<file path="config.mk">
export PLATFORM = sky130hd
export DESIGN_NAME = collision_page_mode_regs
export DESIGN_NICKNAME = d
export VERILOG_FILES = /design/src/coll_page_pkg.sv /design/src/coll_page_if.sv /design/src/collision_tracker.sv /design/src/crc_engine.sv /design/src/collision_page_mode_regs.sv
export VERILOG_INCLUDE_DIRS = /design/src
export SDC_FILE = /design/constraint.sdc
export NUM_CORES = 1
export LEC_CHECK = 0
export BUFFER_PORTS_ARGS = -buffer_cell sky130_fd_sc_hd__buf_2
export CAP_MARGIN = 40
export CORE_AREA = 2 2 131 95
export CTS_CLUSTER_SIZE = 14
export DETAILED_ROUTE_END_ITERATION = 16
export DIE_AREA = 0 0 133 97
export PLACE_DENSITY = 0.85
export SYNTH_ARGS = -nofsm -noshare
export SYNTH_HDL_FRONTEND = slang
export SYNTH_SLANG_ARGS = --single-unit
</file>
<file path="constraint.sdc">
create_clock -name aclk -period 2.2 [get_ports aclk]
set_input_delay 0.11 -clock aclk [delete_from_list [all_inputs] [get_ports aclk]]
set_output_delay 0.11 -clock aclk [all_outputs]
set_load 0.05 [all_outputs]
</file>
<file path="src/coll_page_consts.svh">
// register indices, reset values, field positions and coding constants
// assumes: included by bare name from the design modules
`ifndef COLL_PAGE_CONSTS_SVH
`define COLL_PAGE_CONSTS_SVH
`define IDX_COLL 6'h0E
`define IDX_PAGE 6'h10
`define IDX_MODE 6'h11
`define IDX_IRQ_STAT 6'h20
`define IDX_IRQ_MASK 6'h21
`define IDX_LSB 2
`define IDX_MSB 7
`define RST_KEEP 1'b1
`define RST_INV 1'b1
`define RST_USE_PAGE 1'b0
`define RST_PAGE_SEL 2'h0
`define RST_MODE 8'h3B
`define RST_MASK 3'h0
`define COLL_KEEP_BIT 7
`define PAGE_USE_BIT 7
`define PAGE_SEL_MSB 1
`define MODE_MSB_FIRST 7
`define MODE_DET_SYNC 6
`define MODE_TX_WAIT 5
`define MODE_RX_WAIT 4
`define MODE_POL 3
`define MODE_DET_OFF 2
`define MODE_PRESET_MSB 1
`define IRQ_COLL 0
`define IRQ_SECURE_ELEMENT_INPUT 1
`define IRQ_CRC 2
`define COLL_MAX_POS 6'h20
`define COLL_CNT_MAX 6'h3F
`define CRC_PRESET_0 16'h0000
`define CRC_PRESET_1 16'h6363
`define CRC_PRESET_2 16'hA671
`define CRC_PRESET_3 16'hFFFF
`define CRC_POLY_N 16'h1021
`define CRC_POLY_R 16'h8408
`define RESP_OKAY 2'h0
`define RESP_SLVERR 2'h2
`endif

</file>
<file path="src/coll_page_pkg.sv">
// shared types of the collision, page and mode register block
// assumes: consts header on the include path
package coll_page_pkg;
   typedef enum logic [1:0] {
      CRC_P_ZERO = 2'h0,
      CRC_P_6363 = 2'h1,
      CRC_P_A671 = 2'h2,
      CRC_P_ALT = 2'h3
   } crc_preset_t;
   typedef logic [2:0] irq_vec_t;
   typedef struct packed {
      logic aw_have;
      logic [5:0] aw_idx;
      logic w_have;
      logic [7:0] w_byte;
      logic w_strb0;
      logic bvalid;
      logic [1:0] bresp;
      logic rvalid;
      logic [31:0] rdata;
      logic [1:0] rresp;
      logic keep;
      logic use_page;
      logic [1:0] page;
      logic [7:0] mode;
      irq_vec_t stat;
      irq_vec_t mask;
      logic [1:0] field_sync;
      logic [1:0] sig_sync;
      logic sig_act;
      logic [5:0] reg_addr;
   } regs_t;
   typedef struct packed {
      logic [5:0] cnt;
      logic seen;
      logic [4:0] pos;
      logic inv;
      logic bit_out;
      logic out_valid;
      logic first;
   } trk_t;
   typedef struct packed {
      logic [15:0] crc;
      logic [15:0] result;
      logic done;
   } crc_t;
endpackage

</file>
<file path="src/coll_page_if.sv">
// carriers between the register block and its collision and crc helpers
// assumes: all signals on one clock, driven by the named modport owner
interface coll_if;
   logic start;
   logic bit_valid;
   logic bit_data;
   logic bit_coll;
   logic keep;
   logic [4:0] pos;
   logic inv;
   logic bit_out;
   logic bit_out_valid;
   logic first_coll;
   modport tracker (input start, bit_valid, bit_data, bit_coll, keep,
      output pos, inv, bit_out, bit_out_valid, first_coll);
   modport ctrl (output start, bit_valid, bit_data, bit_coll, keep,
      input pos, inv, bit_out, bit_out_valid, first_coll);
endinterface

interface crc_if;
   logic start;
   logic byte_valid;
   logic [7:0] data;
   logic msb_first;
   logic [1:0] preset;
   logic [15:0] result;
   logic done;
   modport engine (input start, byte_valid, data, msb_first, preset,
      output result, done);
   modport ctrl (output start, byte_valid, data, msb_first, preset,
      input result, done);
endinterface

</file>
<file path="src/collision_tracker.sv">
// first-collision position tracker and post-collision bit clearing
// assumes: start pulses once before a frame, one data bit per bit_valid
`include "coll_page_consts.svh"
module collision_tracker
   import coll_page_pkg::*;
#(
   parameter int POS_W = 5
)
(
   input wire logic aclk,
   input wire logic aresetn,
   coll_if.tracker cif
);
   trk_t q;
   trk_t d;
   logic [5:0] cnt_n;

   if (POS_W != 5)
   begin : g_chk
      $error("collision_tracker serves a five-bit position only");
   end

   assign cnt_n = q.cnt + 6'h01;

   always_comb
   begin
      d = q;
      d.out_valid = 1'b0;
      d.first = 1'b0;
      if (cif.start)
      begin
         d.cnt = '0;
         d.seen = 1'b0;
         d.pos = '0;
         d.inv = `RST_INV;
      end
      else if (cif.bit_valid)
      begin
         if (q.cnt != `COLL_CNT_MAX)
            d.cnt = cnt_n;
         d.out_valid = 1'b1;
         d.bit_out = (q.seen && !cif.keep) ? 1'b0 : cif.bit_data;
         if (cif.bit_coll && !q.seen)
         begin
            d.seen = 1'b1;
            d.first = 1'b1;
            if (q.cnt < `COLL_MAX_POS)
            begin
               d.pos = cnt_n[4:0];
               d.inv = 1'b0;
            end
         end
      end
   end

   always_ff @(posedge aclk)
   begin
      if (!aresetn)
         q <= '{inv: `RST_INV, default: '0};
      else
         q <= d;
   end

   assign cif.pos = q.pos;
   assign cif.inv = q.inv;
   assign cif.bit_out = q.bit_out;
   assign cif.bit_out_valid = q.out_valid;
   assign cif.first_coll = q.first;

   chk_start_refresh: assert property (@(posedge aclk) disable iff (!aresetn)
      cif.start |=> cif.inv && !q.seen)
      else $error("frame start did not refresh collision state");
   chk_clear_after: assert property (@(posedge aclk) disable iff (!aresetn)
      q.seen && !cif.keep && cif.bit_valid && !cif.start |=> cif.bit_out_valid && !cif.bit_out)
      else $error("bit after collision not cleared");
   chk_pos_first: assert property (@(posedge aclk) disable iff (!aresetn)
      cif.bit_valid && cif.bit_coll && !q.seen && !cif.start && q.cnt < `COLL_MAX_POS
      |=> cif.pos == 5'($past(cnt_n)) && !cif.inv)
      else $error("first collision position wrong");
   chk_pos_range: assert property (@(posedge aclk) disable iff (!aresetn)
      cif.bit_valid && cif.bit_coll && !q.seen && !cif.start && q.cnt >= `COLL_MAX_POS
      |=> cif.inv)
      else $error("out of range collision not flagged invalid");
   cov_collision: cover property (@(posedge aclk) disable iff (!aresetn)
      cif.first_coll && !cif.inv);
endmodule

</file>
<file path="src/crc_engine.sv">
// byte-wide crc16 engine for the standalone crc command
// assumes: start loads the preset, then one byte per byte_valid pulse
`include "coll_page_consts.svh"
module crc_engine
   import coll_page_pkg::*;
#(
   parameter int DATA_W = 8
)
(
   input wire logic aclk,
   input wire logic aresetn,
   crc_if.engine crif
);
   crc_t q;
   crc_t d;
   logic [15:0] nxt;

   if (DATA_W != 8)
   begin : g_chk
      $error("crc_engine serves byte-wide data only");
   end

   function automatic logic [15:0] crc_step(input logic [15:0] c, input logic [7:0] b,
      input logic msb);
      logic [15:0] r;
      logic fb;
      r = c;
      fb = 1'b0;
      for (int i = 0; i < 8; i++)
      begin
         if (msb)
         begin
            fb = r[15] ^ b[7 - i];
            r = {r[14:0], 1'b0};
            if (fb)
               r = r ^ `CRC_POLY_N;
         end
         else
         begin
            fb = r[0] ^ b[i];
            r = {1'b0, r[15:1]};
            if (fb)
               r = r ^ `CRC_POLY_R;
         end
      end
      return r;
   endfunction

   assign nxt = crc_step(q.crc, crif.data, crif.msb_first);

   always_comb
   begin
      d = q;
      d.done = 1'b0;
      if (crif.start)
      begin
         case (crc_preset_t'(crif.preset))
            CRC_P_ZERO: d.crc = `CRC_PRESET_0;
            CRC_P_6363: d.crc = `CRC_PRESET_1;
            CRC_P_A671: d.crc = `CRC_PRESET_2;
            default: d.crc = `CRC_PRESET_3;
         endcase
      end
      else if (crif.byte_valid)
      begin
         d.crc = nxt;
         d.done = 1'b1;
         d.result = crif.msb_first ? {<<{nxt}} : nxt;
      end
   end

   always_ff @(posedge aclk)
   begin
      if (!aresetn)
         q <= '0;
      else
         q <= d;
   end

   assign crif.result = q.result;
   assign crif.done = q.done;

   chk_preset_sel: assert property (@(posedge aclk) disable iff (!aresetn)
      crif.start && crif.preset == 2'h2 |=> q.crc == `CRC_PRESET_2)
      else $error("crc preset not loaded");
   cov_crc_msb: cover property (@(posedge aclk) disable iff (!aresetn)
      crif.done && crif.msb_first);
endmodule

</file>
<file path="src/collision_page_mode_regs.sv">
// collision status, page select and general mode registers on axi4-lite
// assumes: link-side inputs on aclk except rf_field_pin and secure_element_input
`include "coll_page_consts.svh"

// Functional notes
// - keep bit low clears bits after collision
// - invalid flag when none or out of range
// - five-bit field gives first collided data bit
// - page enabled: page field forms A5 A4
// - page disabled: address from latch alone
// - page field ignored unless enable set
// - msb-first crc while mode bit 7 set and rf_active low, whole 16-bit result bit reversed
// - crc preset selects start value
// - wait-for-field gates reader transmit start
// - polarity bit sets input sense, raises event
module collision_page_mode_regs
   import coll_page_pkg::*;
#(
   parameter int AXI_ADDR_W = 8
)
(
   input wire logic aclk,
   input wire logic aresetn,
   input wire logic [AXI_ADDR_W-1:0] s_axi_awaddr,
   input wire logic s_axi_awvalid,
   output logic s_axi_awready,
   input wire logic [31:0] s_axi_wdata,
   input wire logic [3:0] s_axi_wstrb,
   input wire logic s_axi_wvalid,
   output logic s_axi_wready,
   output logic [1:0] s_axi_bresp,
   output logic s_axi_bvalid,
   input wire logic s_axi_bready,
   input wire logic [AXI_ADDR_W-1:0] s_axi_araddr,
   input wire logic s_axi_arvalid,
   output logic s_axi_arready,
   output logic [31:0] s_axi_rdata,
   output logic [1:0] s_axi_rresp,
   output logic s_axi_rvalid,
   input wire logic s_axi_rready,
   input wire logic rx_start,
   input wire logic rx_bit_valid,
   input wire logic rx_bit_data,
   input wire logic rx_bit_collision,
   output logic rx_bit_out,
   output logic rx_bit_out_valid,
   input wire logic [5:0] latch_addr,
   output logic [5:0] reg_addr,
   input wire logic crc_start,
   input wire logic crc_byte_valid,
   input wire logic [7:0] crc_byte,
   input wire logic rf_active,
   output logic [15:0] crc_result,
   output logic crc_done,
   input wire logic tx_request,
   input wire logic reader_mode,
   input wire logic rf_field_pin,
   output logic tx_start,
   input wire logic secure_element_input,
   output logic secure_input_active,
   output logic detect_sync,
   output logic rx_wait_for_field,
   output logic mode_detector_disable,
   output logic irq
);
   regs_t q;
   regs_t d;
   coll_if cif();
   crc_if crif();
   logic field_s;
   logic sig_s;
   logic act;
   logic pol_chg;

   if (AXI_ADDR_W < 8)
   begin : g_chk
      $error("register block needs at least eight address bits");
   end

   collision_tracker #(
      .POS_W(5)
   ) u_trk (
      .aclk(aclk),
      .aresetn(aresetn),
      .cif(cif.tracker)
   );

   crc_engine #(
      .DATA_W(8)
   ) u_crc (
      .aclk(aclk),
      .aresetn(aresetn),
      .crif(crif.engine)
   );

   assign cif.start = rx_start;
   assign cif.bit_valid = rx_bit_valid;
   assign cif.bit_data = rx_bit_data;
   assign cif.bit_coll = rx_bit_collision;
   assign cif.keep = q.keep;
   assign crif.start = crc_start;
   assign crif.byte_valid = crc_byte_valid;
   assign crif.data = crc_byte;
   assign crif.msb_first = q.mode[`MODE_MSB_FIRST] && !rf_active;
   assign crif.preset = q.mode[`MODE_PRESET_MSB:0];

   assign field_s = q.field_sync[1];
   assign sig_s = q.sig_sync[1];

   assign s_axi_awready = !q.aw_have && !q.bvalid;
   assign s_axi_wready = !q.w_have && !q.bvalid;
   assign s_axi_arready = !q.rvalid;

   always_comb
   begin
      logic [5:0] ridx;
      irq_vec_t clr;
      irq_vec_t set;
      d = q;
      ridx = s_axi_araddr[`IDX_MSB:`IDX_LSB];
      clr = '0;
      set = '0;
      pol_chg = 1'b0;
      d.field_sync = {q.field_sync[0], rf_field_pin};
      d.sig_sync = {q.sig_sync[0], secure_element_input};
      if (s_axi_awvalid && s_axi_awready)
      begin
         d.aw_have = 1'b1;
         d.aw_idx = s_axi_awaddr[`IDX_MSB:`IDX_LSB];
      end
      if (s_axi_wvalid && s_axi_wready)
      begin
         d.w_have = 1'b1;
         d.w_byte = s_axi_wdata[7:0];
         d.w_strb0 = s_axi_wstrb[0];
      end
      if (q.bvalid && s_axi_bready)
         d.bvalid = 1'b0;
      if (q.aw_have && q.w_have)
      begin
         d.aw_have = 1'b0;
         d.w_have = 1'b0;
         d.bvalid = 1'b1;
         d.bresp = `RESP_OKAY;
         if (q.aw_idx == `IDX_COLL)
         begin
            if (q.w_strb0)
               d.keep = q.w_byte[`COLL_KEEP_BIT];
         end
         else if (q.aw_idx == `IDX_PAGE)
         begin
            if (q.w_strb0)
            begin
               d.use_page = q.w_byte[`PAGE_USE_BIT];
               d.page = q.w_byte[`PAGE_SEL_MSB:0];
            end
         end
         else if (q.aw_idx == `IDX_MODE)
         begin
            if (q.w_strb0)
            begin
               d.mode = q.w_byte;
               pol_chg = q.w_byte[`MODE_POL] != q.mode[`MODE_POL];
            end
         end
         else if (q.aw_idx == `IDX_IRQ_STAT)
         begin
            d.bresp = `RESP_OKAY;
         end
         else if (q.aw_idx == `IDX_IRQ_MASK)
         begin
            if (q.w_strb0)
               d.mask = q.w_byte[2:0];
         end
         else
         begin
            d.bresp = `RESP_SLVERR;
         end
      end
      if (q.rvalid && s_axi_rready)
         d.rvalid = 1'b0;
      if (s_axi_arvalid && s_axi_arready)
      begin
         d.rvalid = 1'b1;
         d.rresp = `RESP_OKAY;
         d.rdata = '0;
         if (ridx == `IDX_COLL)
         begin
            d.rdata[7:0] = {q.keep, 1'b0, cif.inv, cif.pos};
         end
         else if (ridx == `IDX_PAGE)
         begin
            d.rdata[7:0] = {q.use_page, 5'h00, q.page};
         end
         else if (ridx == `IDX_MODE)
         begin
            d.rdata[7:0] = q.mode;
         end
         else if (ridx == `IDX_IRQ_STAT)
         begin
            d.rdata[2:0] = q.stat;
            clr = q.stat;
         end
         else if (ridx == `IDX_IRQ_MASK)
         begin
            d.rdata[2:0] = q.mask;
         end
         else
         begin
            d.rresp = `RESP_SLVERR;
         end
      end
      act = q.mode[`MODE_POL] ? sig_s : !sig_s;
      d.sig_act = act;
      set[`IRQ_SECURE_ELEMENT_INPUT] = pol_chg || (act && !q.sig_act);
      set[`IRQ_COLL] = cif.first_coll;
      set[`IRQ_CRC] = crif.done;
      // set wins over read clear
      d.stat = (q.stat & ~clr) | set;
      if (q.use_page)
         d.reg_addr = {q.page, latch_addr[3:0]};
      else
         d.reg_addr = latch_addr;
   end

   always_ff @(posedge aclk)
   begin
      if (!aresetn)
         q <= '{keep: `RST_KEEP, use_page: `RST_USE_PAGE, page: `RST_PAGE_SEL,
            mode: `RST_MODE, mask: `RST_MASK, default: '0};
      else
         q <= d;
   end

   assign tx_start = tx_request && (!q.mode[`MODE_TX_WAIT] || !reader_mode || field_s);

   assign s_axi_bresp = q.bresp;
   assign s_axi_bvalid = q.bvalid;
   assign s_axi_rdata = q.rdata;
   assign s_axi_rresp = q.rresp;
   assign s_axi_rvalid = q.rvalid;
   assign rx_bit_out = cif.bit_out;
   assign rx_bit_out_valid = cif.bit_out_valid;
   assign reg_addr = q.reg_addr;
   assign crc_result = crif.result;
   assign crc_done = crif.done;
   assign secure_input_active = q.sig_act;
   assign detect_sync = q.mode[`MODE_DET_SYNC];
   assign rx_wait_for_field = q.mode[`MODE_RX_WAIT];
   assign mode_detector_disable = q.mode[`MODE_DET_OFF];
   assign irq = |(q.stat & q.mask);

   chk_page_addr: assert property (@(posedge aclk) disable iff (!aresetn)
      q.use_page |=> reg_addr == {$past(q.page), $past(latch_addr[3:0])})
      else $error("paged register address wrong");
   chk_flat_addr: assert property (@(posedge aclk) disable iff (!aresetn)
      !q.use_page |=> reg_addr == $past(latch_addr))
      else $error("flat register address wrong");
   chk_page_ignored: assert property (@(posedge aclk) disable iff (!aresetn)
      !q.use_page && q.page != latch_addr[5:4] |=> reg_addr[5:4] != $past(q.page))
      else $error("page field used while disabled");
   chk_tx_gate: assert property (@(posedge aclk) disable iff (!aresetn)
      tx_start && reader_mode && q.mode[`MODE_TX_WAIT] |-> field_s)
      else $error("transmit started without field");
   chk_pol_event: assert property (@(posedge aclk) disable iff (!aresetn)
      $changed(q.mode[`MODE_POL]) |-> q.stat[`IRQ_SECURE_ELEMENT_INPUT])
      else $error("polarity change raised no event");
   chk_coll_irq: assert property (@(posedge aclk) disable iff (!aresetn)
      cif.first_coll && q.mask[`IRQ_COLL] |=> irq)
      else $error("collision event lost");
   chk_read_answer: assert property (@(posedge aclk) disable iff (!aresetn)
      s_axi_arvalid && s_axi_arready |=> s_axi_rvalid)
      else $error("read not answered next cycle");
   chk_keep_out: assert property (@(posedge aclk) disable iff (!aresetn)
      s_axi_arvalid && s_axi_arready && s_axi_araddr[`IDX_MSB:`IDX_LSB] == `IDX_COLL
      |=> s_axi_rdata[`COLL_KEEP_BIT] == $past(q.keep))
      else $error("keep bit readback wrong");
   cov_page_use: cover property (@(posedge aclk) disable iff (!aresetn)
      q.use_page && q.page == 2'h3);
   cov_pol_change: cover property (@(posedge aclk) disable iff (!aresetn)
      pol_chg);
   cov_irq: cover property (@(posedge aclk) disable iff (!aresetn)
      irq ##1 !irq);
endmodule

</file>
## Word-level counts from Yosys, hierarchy flattened

Index checks and enable logic that the tools add are counted.

| word-level totals | value |
|---|---|
| input port bits | 84 |
| output and inout port bits | 72 |
| memories kept | 0 |
| bits in writable memories | 0 |
| word-level logic and storage cells | 198 |
| ROM bits | 0 |
| bits in registers | 109 |
| latch bits | 0 |

| cells by class | value |
|---|---|
| $lt $le $gt $ge | 1 |
| divide/modulo/power cells | 0 |
| reductions and logical operators | 45 |
| bitwise gates (word level) | 44 |
| equal/unequal tests | 14 |
| $mul | 0 |
| shifts and indexed selects | 0 |
| mux-type cells | 63 |
| $add $sub $neg | 1 |

Operator list:

| cell | count |
|---|---|
| $mux 16 | 18 |
| $mux 13 | 8 |
| $pmux 16 s3 | 1 |
| $mux 35 | 1 |
| $mux 33 | 1 |
| $mux 3 | 9 |
| $not 3->3 | 9 |
| $eq 6x5->1 const B | 4 |
| $eq 6x6->1 const B | 4 |
| $not 2->3 | 8 |
| $mux 2 | 11 |
| $mux 8 | 2 |
| $xor 1x1->1 | 16 |
| $logic_and 1x1->1 | 13 |
| $eq 6x4->1 const B | 2 |
| $logic_not 1->1 | 11 |
| $mux 1 | 10 |
| $not 1->1 | 8 |
| $reduce_and 2->1 | 4 |
| $reduce_and 7->1 | 1 |
| $add 6x1->6 const B | 1 |
| $and 3x3->3 | 2 |
| $lt 6x6->1 const B | 1 |
| $mux 6 | 1 |
| 14 further kinds | 22 |

## Longest topological paths before layout

Gate-level depths: netlist (run 1).

| logic depth | value |
|---|---|
| depth in word-level cells | 27 |
| depth in mapped cells | 7 |
| gate-level depth less buffers | 6 |

## By module

From an unflattened synthesis (run 1), not the netlist that was laid out.

| second synthesis, totals | value |
|---|---|
| cell total of the unflattened synthesis | 673 |
| area total of the unflattened synthesis | 5848.1 µm² |

By module, submodules not included:

| module | cells each | times used | area each (µm²) | sequential area each (µm²) |
|---|---|---|---|---|
| collision_page_mode_regs | 302 | 1 | 2637.5 | 1161.1 |
| crc_engine | 296 | 1 | 2523.7 | 660.6 |
| collision_tracker | 75 | 1 | 686.9 | 320.3 |

## Worst setup path after synthesis (run 1)

Ideal clock, no wire load.

| timing | value |
|---|---|
| path type | reg-to-reg |
| start point | register q, in the netlist s_axi_bvalid |
| end point | register q[77] in the netlist's numbering |
| path buffers | 1 |
| stages on the path, launching flop included | 6 |
| clock period less this slack | 2.148 ns |
| setup time | 0.116 ns |
| arrival time | 2.032 ns |
| path slack | 0.052 ns |
| data required time | 2.084 ns |
| cells stage by stage | dfxtp_1 -> nor2_1 -> and2_1 -> clkbuf_1 -> mux2i_1 -> nor2b_1 |

| between the ends | value |
|---|---|
| word-level cells in the longest chain between the ends | 3 |

RTL lines:

| item | RTL line | text |
|---|---|---|
| start: declaration | collision_page_mode_regs.sv:66 | `regs_t q;` |
| start signal: assignment | collision_page_mode_regs.sv:229 | `` q <= '{keep: `RST_KEEP, use_page: `RST_USE_PAGE, page: `RST_PAGE_SEL, `` |
| $logic_not 1->1 | collision_page_mode_regs.sv:110 | `assign s_axi_awready = !q.aw_have && !q.bvalid;` |
| $logic_and 1x1->1 | collision_page_mode_regs.sv:110 |  |
| via s_axi_awready | collision_page_mode_regs.sv:26 | `output logic s_axi_awready,` |
| $logic_and 1x1->1 | collision_page_mode_regs.sv:126 | `if (s_axi_awvalid && s_axi_awready)` |

The timed path passes the listed nets, and every way through them passes these cells.
A chain may end at the register's enable or synchronous reset.

## Worst setup path after layout (run 1)

| timing | value |
|---|---|
| start point | register q[78] in the netlist's numbering |
| end point | register q[15] in the netlist's numbering |

| between the ends | value |
|---|---|
| word-level cells in the longest chain between the ends | 7 |
| elaborated cells on any way between the ends | 9 |
| those cells by class | 3 x eq/ne; 4 x mux; 1 x bitwise; 1 x reduce/logical |

RTL lines:

| item | RTL line | text |
|---|---|---|
| $eq 6x5->1 (no source line) | -- |  |
| $mux 1 | collision_page_mode_regs.sv:158 | `` else if (q.aw_idx == `IDX_MODE) `` |
| $mux 1 | collision_page_mode_regs.sv:150 | `` else if (q.aw_idx == `IDX_PAGE) `` |
| $mux 1 (*) | collision_page_mode_regs.sv:145 | `` if (q.aw_idx == `IDX_COLL) `` |
| $mux 1 (*) | collision_page_mode_regs.sv:139 | `if (q.aw_have && q.w_have)` |
| $logic_or 1x1->1 (*) | collision_page_mode_regs.sv:215 | `` set[`IRQ_SECURE_ELEMENT_INPUT] = pol_chg \|\| (act && !q.sig_act); `` |
| $or 3x3->3 (*) | collision_page_mode_regs.sv:219 | `d.stat = (q.stat & ~clr) \| set;` |

Mark *: on every way between the ends. The rest lies on a longest branch, timed or not.

==> flow_summary.toml, run 1 <==
[cells_and_area]
final_common_cell = "dfxtp_1"
num_antenna_cells = 0
layout_common_cells = "dfxtp_1 (107), buf_2 (98), nand2_1 (72), nor2_1 (44), xnor2_1 (38)"
area_growth_pct = 12.29
drive_above_1_share_pct = 20.17
nNetsFinal = 789
nFillCells = 1069

[placement]
portBuffers = 98
gp_congestion = 0.8968
hpwlAfterDp_um = 9848
dp_worst_setup_slack_ps = 385.6

[global_routing]
grt_use_total_pct = 19.87
grt_start_max_net_pins = 49
antenna_found_initial = 1
grt_pass1_wl_um = 20690
grt-ovfl-total = 0
grt_pass1_vias = 4120

[synth]
synth.area.mux_share_pct = 5.628
synth_top_area_share_pct = 37.63
synth-simple-area-share_pct = 17.30
synth_cell_types = 57
synthTopCellsByArea = "dfxtp_1 (38%), buf_4 (7.7%), xnor2_1 (5.8%)"
avgSynthCellArea_um2 = 8.963
syn-cell-area_um2 = 5692
synth_edf_count = 0
synth-adder-area-share_pct = 0.2198
synthCells = 635
ys_seq_area_share_pct = 37.63
synthXorXnorAreaFrac_pct = 14.22
async_flop_share_pct = 0
ys_seq_elements = 107
yosys_warnings = 0
synth_compound_area_share_pct = 14.62
synth_top_area_cell = "dfxtp_1"
synth-main-ff-cell = "dfxtp_1"
synth_top_family_by_area = "simple AND/OR/NAND/NOR gates"

[pwr]
p_leak_nw = 2.780
power_density_nw_per_um2 = 800.0
total_power_mw = 5.113
peakVddDrop_mv = 0.5210

[route]
drt_iter0_drc = 237
avgRoutedWirePerCell_um = 15.06
drt-total-wl_um = 13040
final_antenna_net_count = 0
vias = 4482
dr.pass1.iters = 4
via_per_inst = 5.176
drc_errors = 0

[worst_setup_path]
crit_family = "simple AND/OR/NAND/NOR gates"
cp-end-kind = "flip-flop"
reg2reg_depth = 5
path_buf_inv = 0
timing.rr.end = "q[15]"
path_cells = "nor4b_1, nand3_1, nor2_1, o22ai_1, a21boi_0"
slowest_stage = "nor4b_1"
r2r_start = "q[78]"
regToRegSetupSlack_ps = 330
critical_path_arrival_ps = 2120
max_stage_delay_ps = 600
cp.required_ps = 2450
crit_type = "reg2reg"
start_kind = "flip-flop"
cp_max_fo = 4

[cts]
clkTransAtPathRegs_ps = 80
tritoncts = "built"
clkLatencyLatePin_ps = 330
post_cts_buffers = 0
cts-root-buf = "clkbuf_16"
htree_levels = 3
cts_buffers = 9
cts.sinks = 107
clockBufferDepth = 2

[sta]
finalWorstSetupSlack_ps = 334.0
fin_crit_ps = 1866
fin_crit_sh_pct = 84.82
worst_pin_slew_ps = 688.8
slew_headroom_pct = 53.86
hold_viol = 0
finalMaxSlewViolations = 0
finalSetupViolations = 0
fin_setup_tns_ps = 0
rsz0062_at_grt = "no"
clock_skew_ps = 7.899
max_freq_ghz = 0.5359

[floorplanning]
die_y_um = 97
fp.dieW_um = 133
start_util_pct = 49.41
io_pins = 156
num_rows = 33
core_um2 = 11520
fp.dieArea_um2 = 12900

[hold_path]
hold_path_depth = 2
worstHoldStart = "s_axi_arvalid"
hold_class = "in2reg"
hold_end = "s_axi_rvalid"

[run_status]
status = "completed"

[job]
drv_cap = 0
## cell usage after synthesis (2+ instances only)
cell and instances:
a31oi_1 5, a21boi_0 23, mux2i_1 32, dfxtp_1 107
xor3_1 3, buf_1 2, nand3b_1 4, o21ai_0 32
nor3_1 6, xnor2_4 2, buf_4 58, or2_2 2
xor2_1 16, xnor2_1 38, nand2_1 72, o211ai_1 6
buf_2 2, xnor2_2 5, nand2b_1 7, nand3_1 12
nor3b_1 6, clkbuf_1 23, or3_1 5, and2_1 13
nand4b_1 2, nor2b_1 23, a21oi_1 21, a211oi_1 6
nor2_1 44, o211a_1 7, o21a_1 4, inv_1 10
o221a_2 2, xnor3_1 5, o31ai_1 2, a221oi_1 4
o22ai_1 4
## stage by stage
stage	area (um2)	utilization [%]	std cells	hold WS, ps
detailed placement	6036	52.39	844	321.7
CTS	6391	55.48	866	5.065
finish	6391	55.48	866	15.10
global placement	6036	52.39	844	318.9
global route	6391	55.48	866	7.462
floorplan	5786	-	660	237.3
## routing by layer
layer / GRT usage, % / share of wire (%) / up-vias
li1: - / - / 2208
met3: 4.769 / 7.3 / 4
met5: 0 / 0 / -
met1: 30.43 / 50 / 2113
met4: 2.647 / 0.31 / 0
met2: 28.82 / 42 / 157
## worst reg2reg max path: stages (launching register included)
cell and delay, ps:
dfxtp_1 340, nor4b_1 600, nand3_1 310, nor2_1 230
o22ai_1 120, a21boi_0 180
## cell type report
class / count / area, um2 / area share (%)
Timing Repair Buffer: 119 / 663.1 / 10.38
Clock inverter: 7 / 70.07 / 1.096
Sequential cell: 107 / 2142 / 33.52
Clock buffer: 9 / 225.2 / 3.524
Inverter: 10 / 37.54 / 0.5873
Tap cell: 157 / 196.4 / 3.074
Multi-Input combinational cell: 457 / 3057 / 47.83
## power breakdown
| part | switching, mW | internal (mW) | total (mW) | leakage [nW] |
|---|---|---|---|---|
| Combinational | 0.844 | 0.545 | 1.39 | 1.76 |
| Clock | 0.759 | 0.799 | 1.56 | 0.141 |
| Sequential | 0.110 | 2.06 | 2.17 | 0.879 |
## worst max-delay path by stage
stage	startpoint	endpoint	slack, ps	depth (start not counted)
after detailed placement	q[78]	q[15]	390	4
after CTS	q[78]	q[15]	340	5
final	q[78]	q[15]	330	5
after global placement	q[78]	q[15]	470	4
after global routing	q[78]	q[15]	160	5
after floorplan	s_axi_bvalid	q[77]	50	5
## cells by family (layout without fill, tap and decap cells)
family	count (synthesis)	in the layout
and+or+nand+nor	203	203
AOI/OAI and AO/OA	125	125
DFF	107	107
buffers and inverters	96	145
xor gates and xnor gates	70	70
muxes	32	32
adders and majority gates	1	1
other	1	26
## registers in the layout, indices dropped and copies added, names as in the netlist, 2 cells and up
register and flops:
u_crc.q 16, u_crc.crif.result 16, s_axi_rdata 8, q 30
u_trk.cif.pos 5, u_trk.q 7, d 2, crif.preset 2
reg_addr 6
## what timing repair did
action,CTS,global route
endpoints found under the hold margin,6,0
hold buffers,6,0
gates resized for setup,0,0
No activity file was read; power rests on OpenSTA's default activity.
==> run 2: changes to the inputs <==
==> constraint.sdc (replaced) <==
create_clock -name aclk -period 1.96 [get_ports aclk]
set_input_delay 0.098 -clock aclk [delete_from_list [all_inputs] [get_ports aclk]]
set_output_delay 0.098 -clock aclk [all_outputs]
set_load 0.05 [all_outputs]
==> run 2 against run 1 <==
  * Non-clock buffer count rose by 7
  * Combinational power rose by 13%
  * Register-to-register slack got worse by 130 ps
  * Fmax rose by 6.0%
  * Total power rose by 15%
  * Wire length fell by 1.6%
  * Via count fell by 0.51%
  * Clock skew fell by 1.5 ps
  * Flip-flop and latch count did not move
  * Design area rose by 1.6%
  * Largest cell class unchanged
==> flow_summary.toml, run 2 (same netlist as run 1, synthesis figures left out) <==
[cts]
clkLatencyLatePin_ps = 340
post_cts_buffers = 0
clkTransAtPathRegs_ps = 70
clockBufferDepth = 2
tritoncts = "built"
hold_buffers = 10
htree_levels = 3
cts.sinks = 107
cts_buffers = 9
cts-root-buf = "clkbuf_16"
ctsResizeCount = 0

[route]
dr.pass1.iters = 5
via_per_inst = 5.108
wl_met3_um = 940
final_antenna_net_count = 0
avgRoutedWirePerCell_um = 14.69
drt_iter0_drc = 287
vias = 4459
met1_length_um = 6508
dr_wl_met2_um = 5301
drc_errors = 0
drt-total-wl_um = 12830
highest_layer = "met4"

[global_routing]
antenna_found_initial = 0
grt_pass1_wl_um = 20730
grt_use_total_pct = 19.87
grt_start_max_net_pins = 40
grt-ovfl-total = 0
grt_pass1_vias = 4025

[cells_and_area]
num_antenna_cells = 0
largest_register_ffs = 30
nFillCells = 1018
top_register = "q"
area_growth_pct = 14.13
ff_latch_area_um2 = 2142
nNetsFinal = 796
drive_above_1_share_pct = 20.67
layout_common_cells = "dfxtp_1 (107), buf_2 (98), nand2_1 (72), nor2_1 (42), xnor2_1 (38)"
multiInputGateArea_um2 = 3062
final_common_cell = "dfxtp_1"
fin_util_pct = 56.39

[pwr]
power_density_nw_per_um2 = 902.3
peakVddDrop_mv = 0.7386
p_leak_nw = 2.831

[sta]
max_freq_ghz = 0.5681
fin_crit_sh_pct = 89.80
finalMaxSlewViolations = 0
worst_pin_slew_ps = 738.2
clock_skew_ps = 6.437
finalSetupViolations = 0
slew_headroom_pct = 50.41
fin_setup_tns_ps = 0
rsz0062_at_grt = "no"
hold_viol = 0
fin_crit_ps = 1760

[floorplanning]
io_pins = 156
fp.dieArea_um2 = 12900
fp.dieW_um = 133
core_um2 = 11520
die_y_um = 97
num_rows = 33
start_util_pct = 49.41

[worst_setup_path]
max_stage_delay_ps = 490
crit_type = "reg2reg"
regToRegSetupSlack_ps = 200
path_cells = "xnor2_1, xnor2_1, and2_0, o21ai_0, a31oi_1"
cpMostUsedCell = "xnor2_1"
critical_path_arrival_ps = 1980
cp-end-kind = "flip-flop"
start_kind = "flip-flop"
cp.required_ps = 2180
slowest_stage = "xnor2_1"
cp_max_fo = 4

[placement]
gp_congestion = 0.9256
hpwlAfterDp_um = 9716
portBuffers = 98

[run_status]
status = "completed"

[hold_path]
hold_class = "in2reg"

[job]
drv_cap = 0
==> run 2: cell count changes in the layout (fill, tap and decap cells not counted) <==
cell           before  now
clkinv_2            0    1
bufinv_16           0    1
buf_4              15   16
nor2_1             44   42
clkinv_8            1    0
nor2_2              0    2
inv_8               1    2
buf_12              0    2
clkinv_4            2    0
dlygate4sd3_1       6   10
==> run 2: cell type report <==
class | count | area share [%]
clock buffer | 9 | 3.467
tap | 157 | 3.024
inverter | 10 | 0.5778
multi-input combinational | 457 | 47.13
clock inverter | 7 | 1.271
sequential | 107 | 32.97
timing repair buffer | 126 | 11.56
==> run 2: metrics by stage <==
step / total power, mW / instances / hold WS, ps / area (um2) / setup WS (ps)
after detailed placement: 4.025 / 847 / 309.1 / 6088 / 240.5
after CTS: 5.907 / 873 / 0.2310 / 6496 / 225.0
after floorplan: 3.753 / 660 / 225.3 / 5791 / 47.01
final: 5.862 / 873 / 6.083 / 6496 / 199.9
after global routing: 6.133 / 873 / 14.90 / 6496 / 48.28
after global placement: 3.998 / 847 / 307.7 / 6088 / 277.2
==> run 2: final timing paths <==
kind         depth (start not counted)          start                    to
max                                  5    u_crc.q[17]  u_crc.crif.result[0]
min                                  3  latch_addr[4]           reg_addr[4]
max reg2reg                          5    u_crc.q[17]  u_crc.crif.result[0]
min reg2reg                          1          d[10]               field_s
==> run 2: report_power, final <==
part / internal, mW / switching, mW
Combinational: 0.625 / 0.947
Clock: 1.02 / 0.844
Sequential: 2.31 / 0.121
==> run 2: routing by layer <==
| metal | vias to the layer above | GRT usage [%] |
|---|---|---|
| met3 | 6 | 4.560 |
| met4 | 0 | 4.301 |
| li1 | 2230 | - |
| met1 | 2071 | 30.11 |
| met2 | 152 | 28.54 |
| met5 | - | 0 |
==> run 2: critical path, delay by kind of cell (launching register included) <==
family,cells,cell delay (ps)
simple gates,1,200
compound gates,2,360
flops,1,360
xor+xnor,2,710
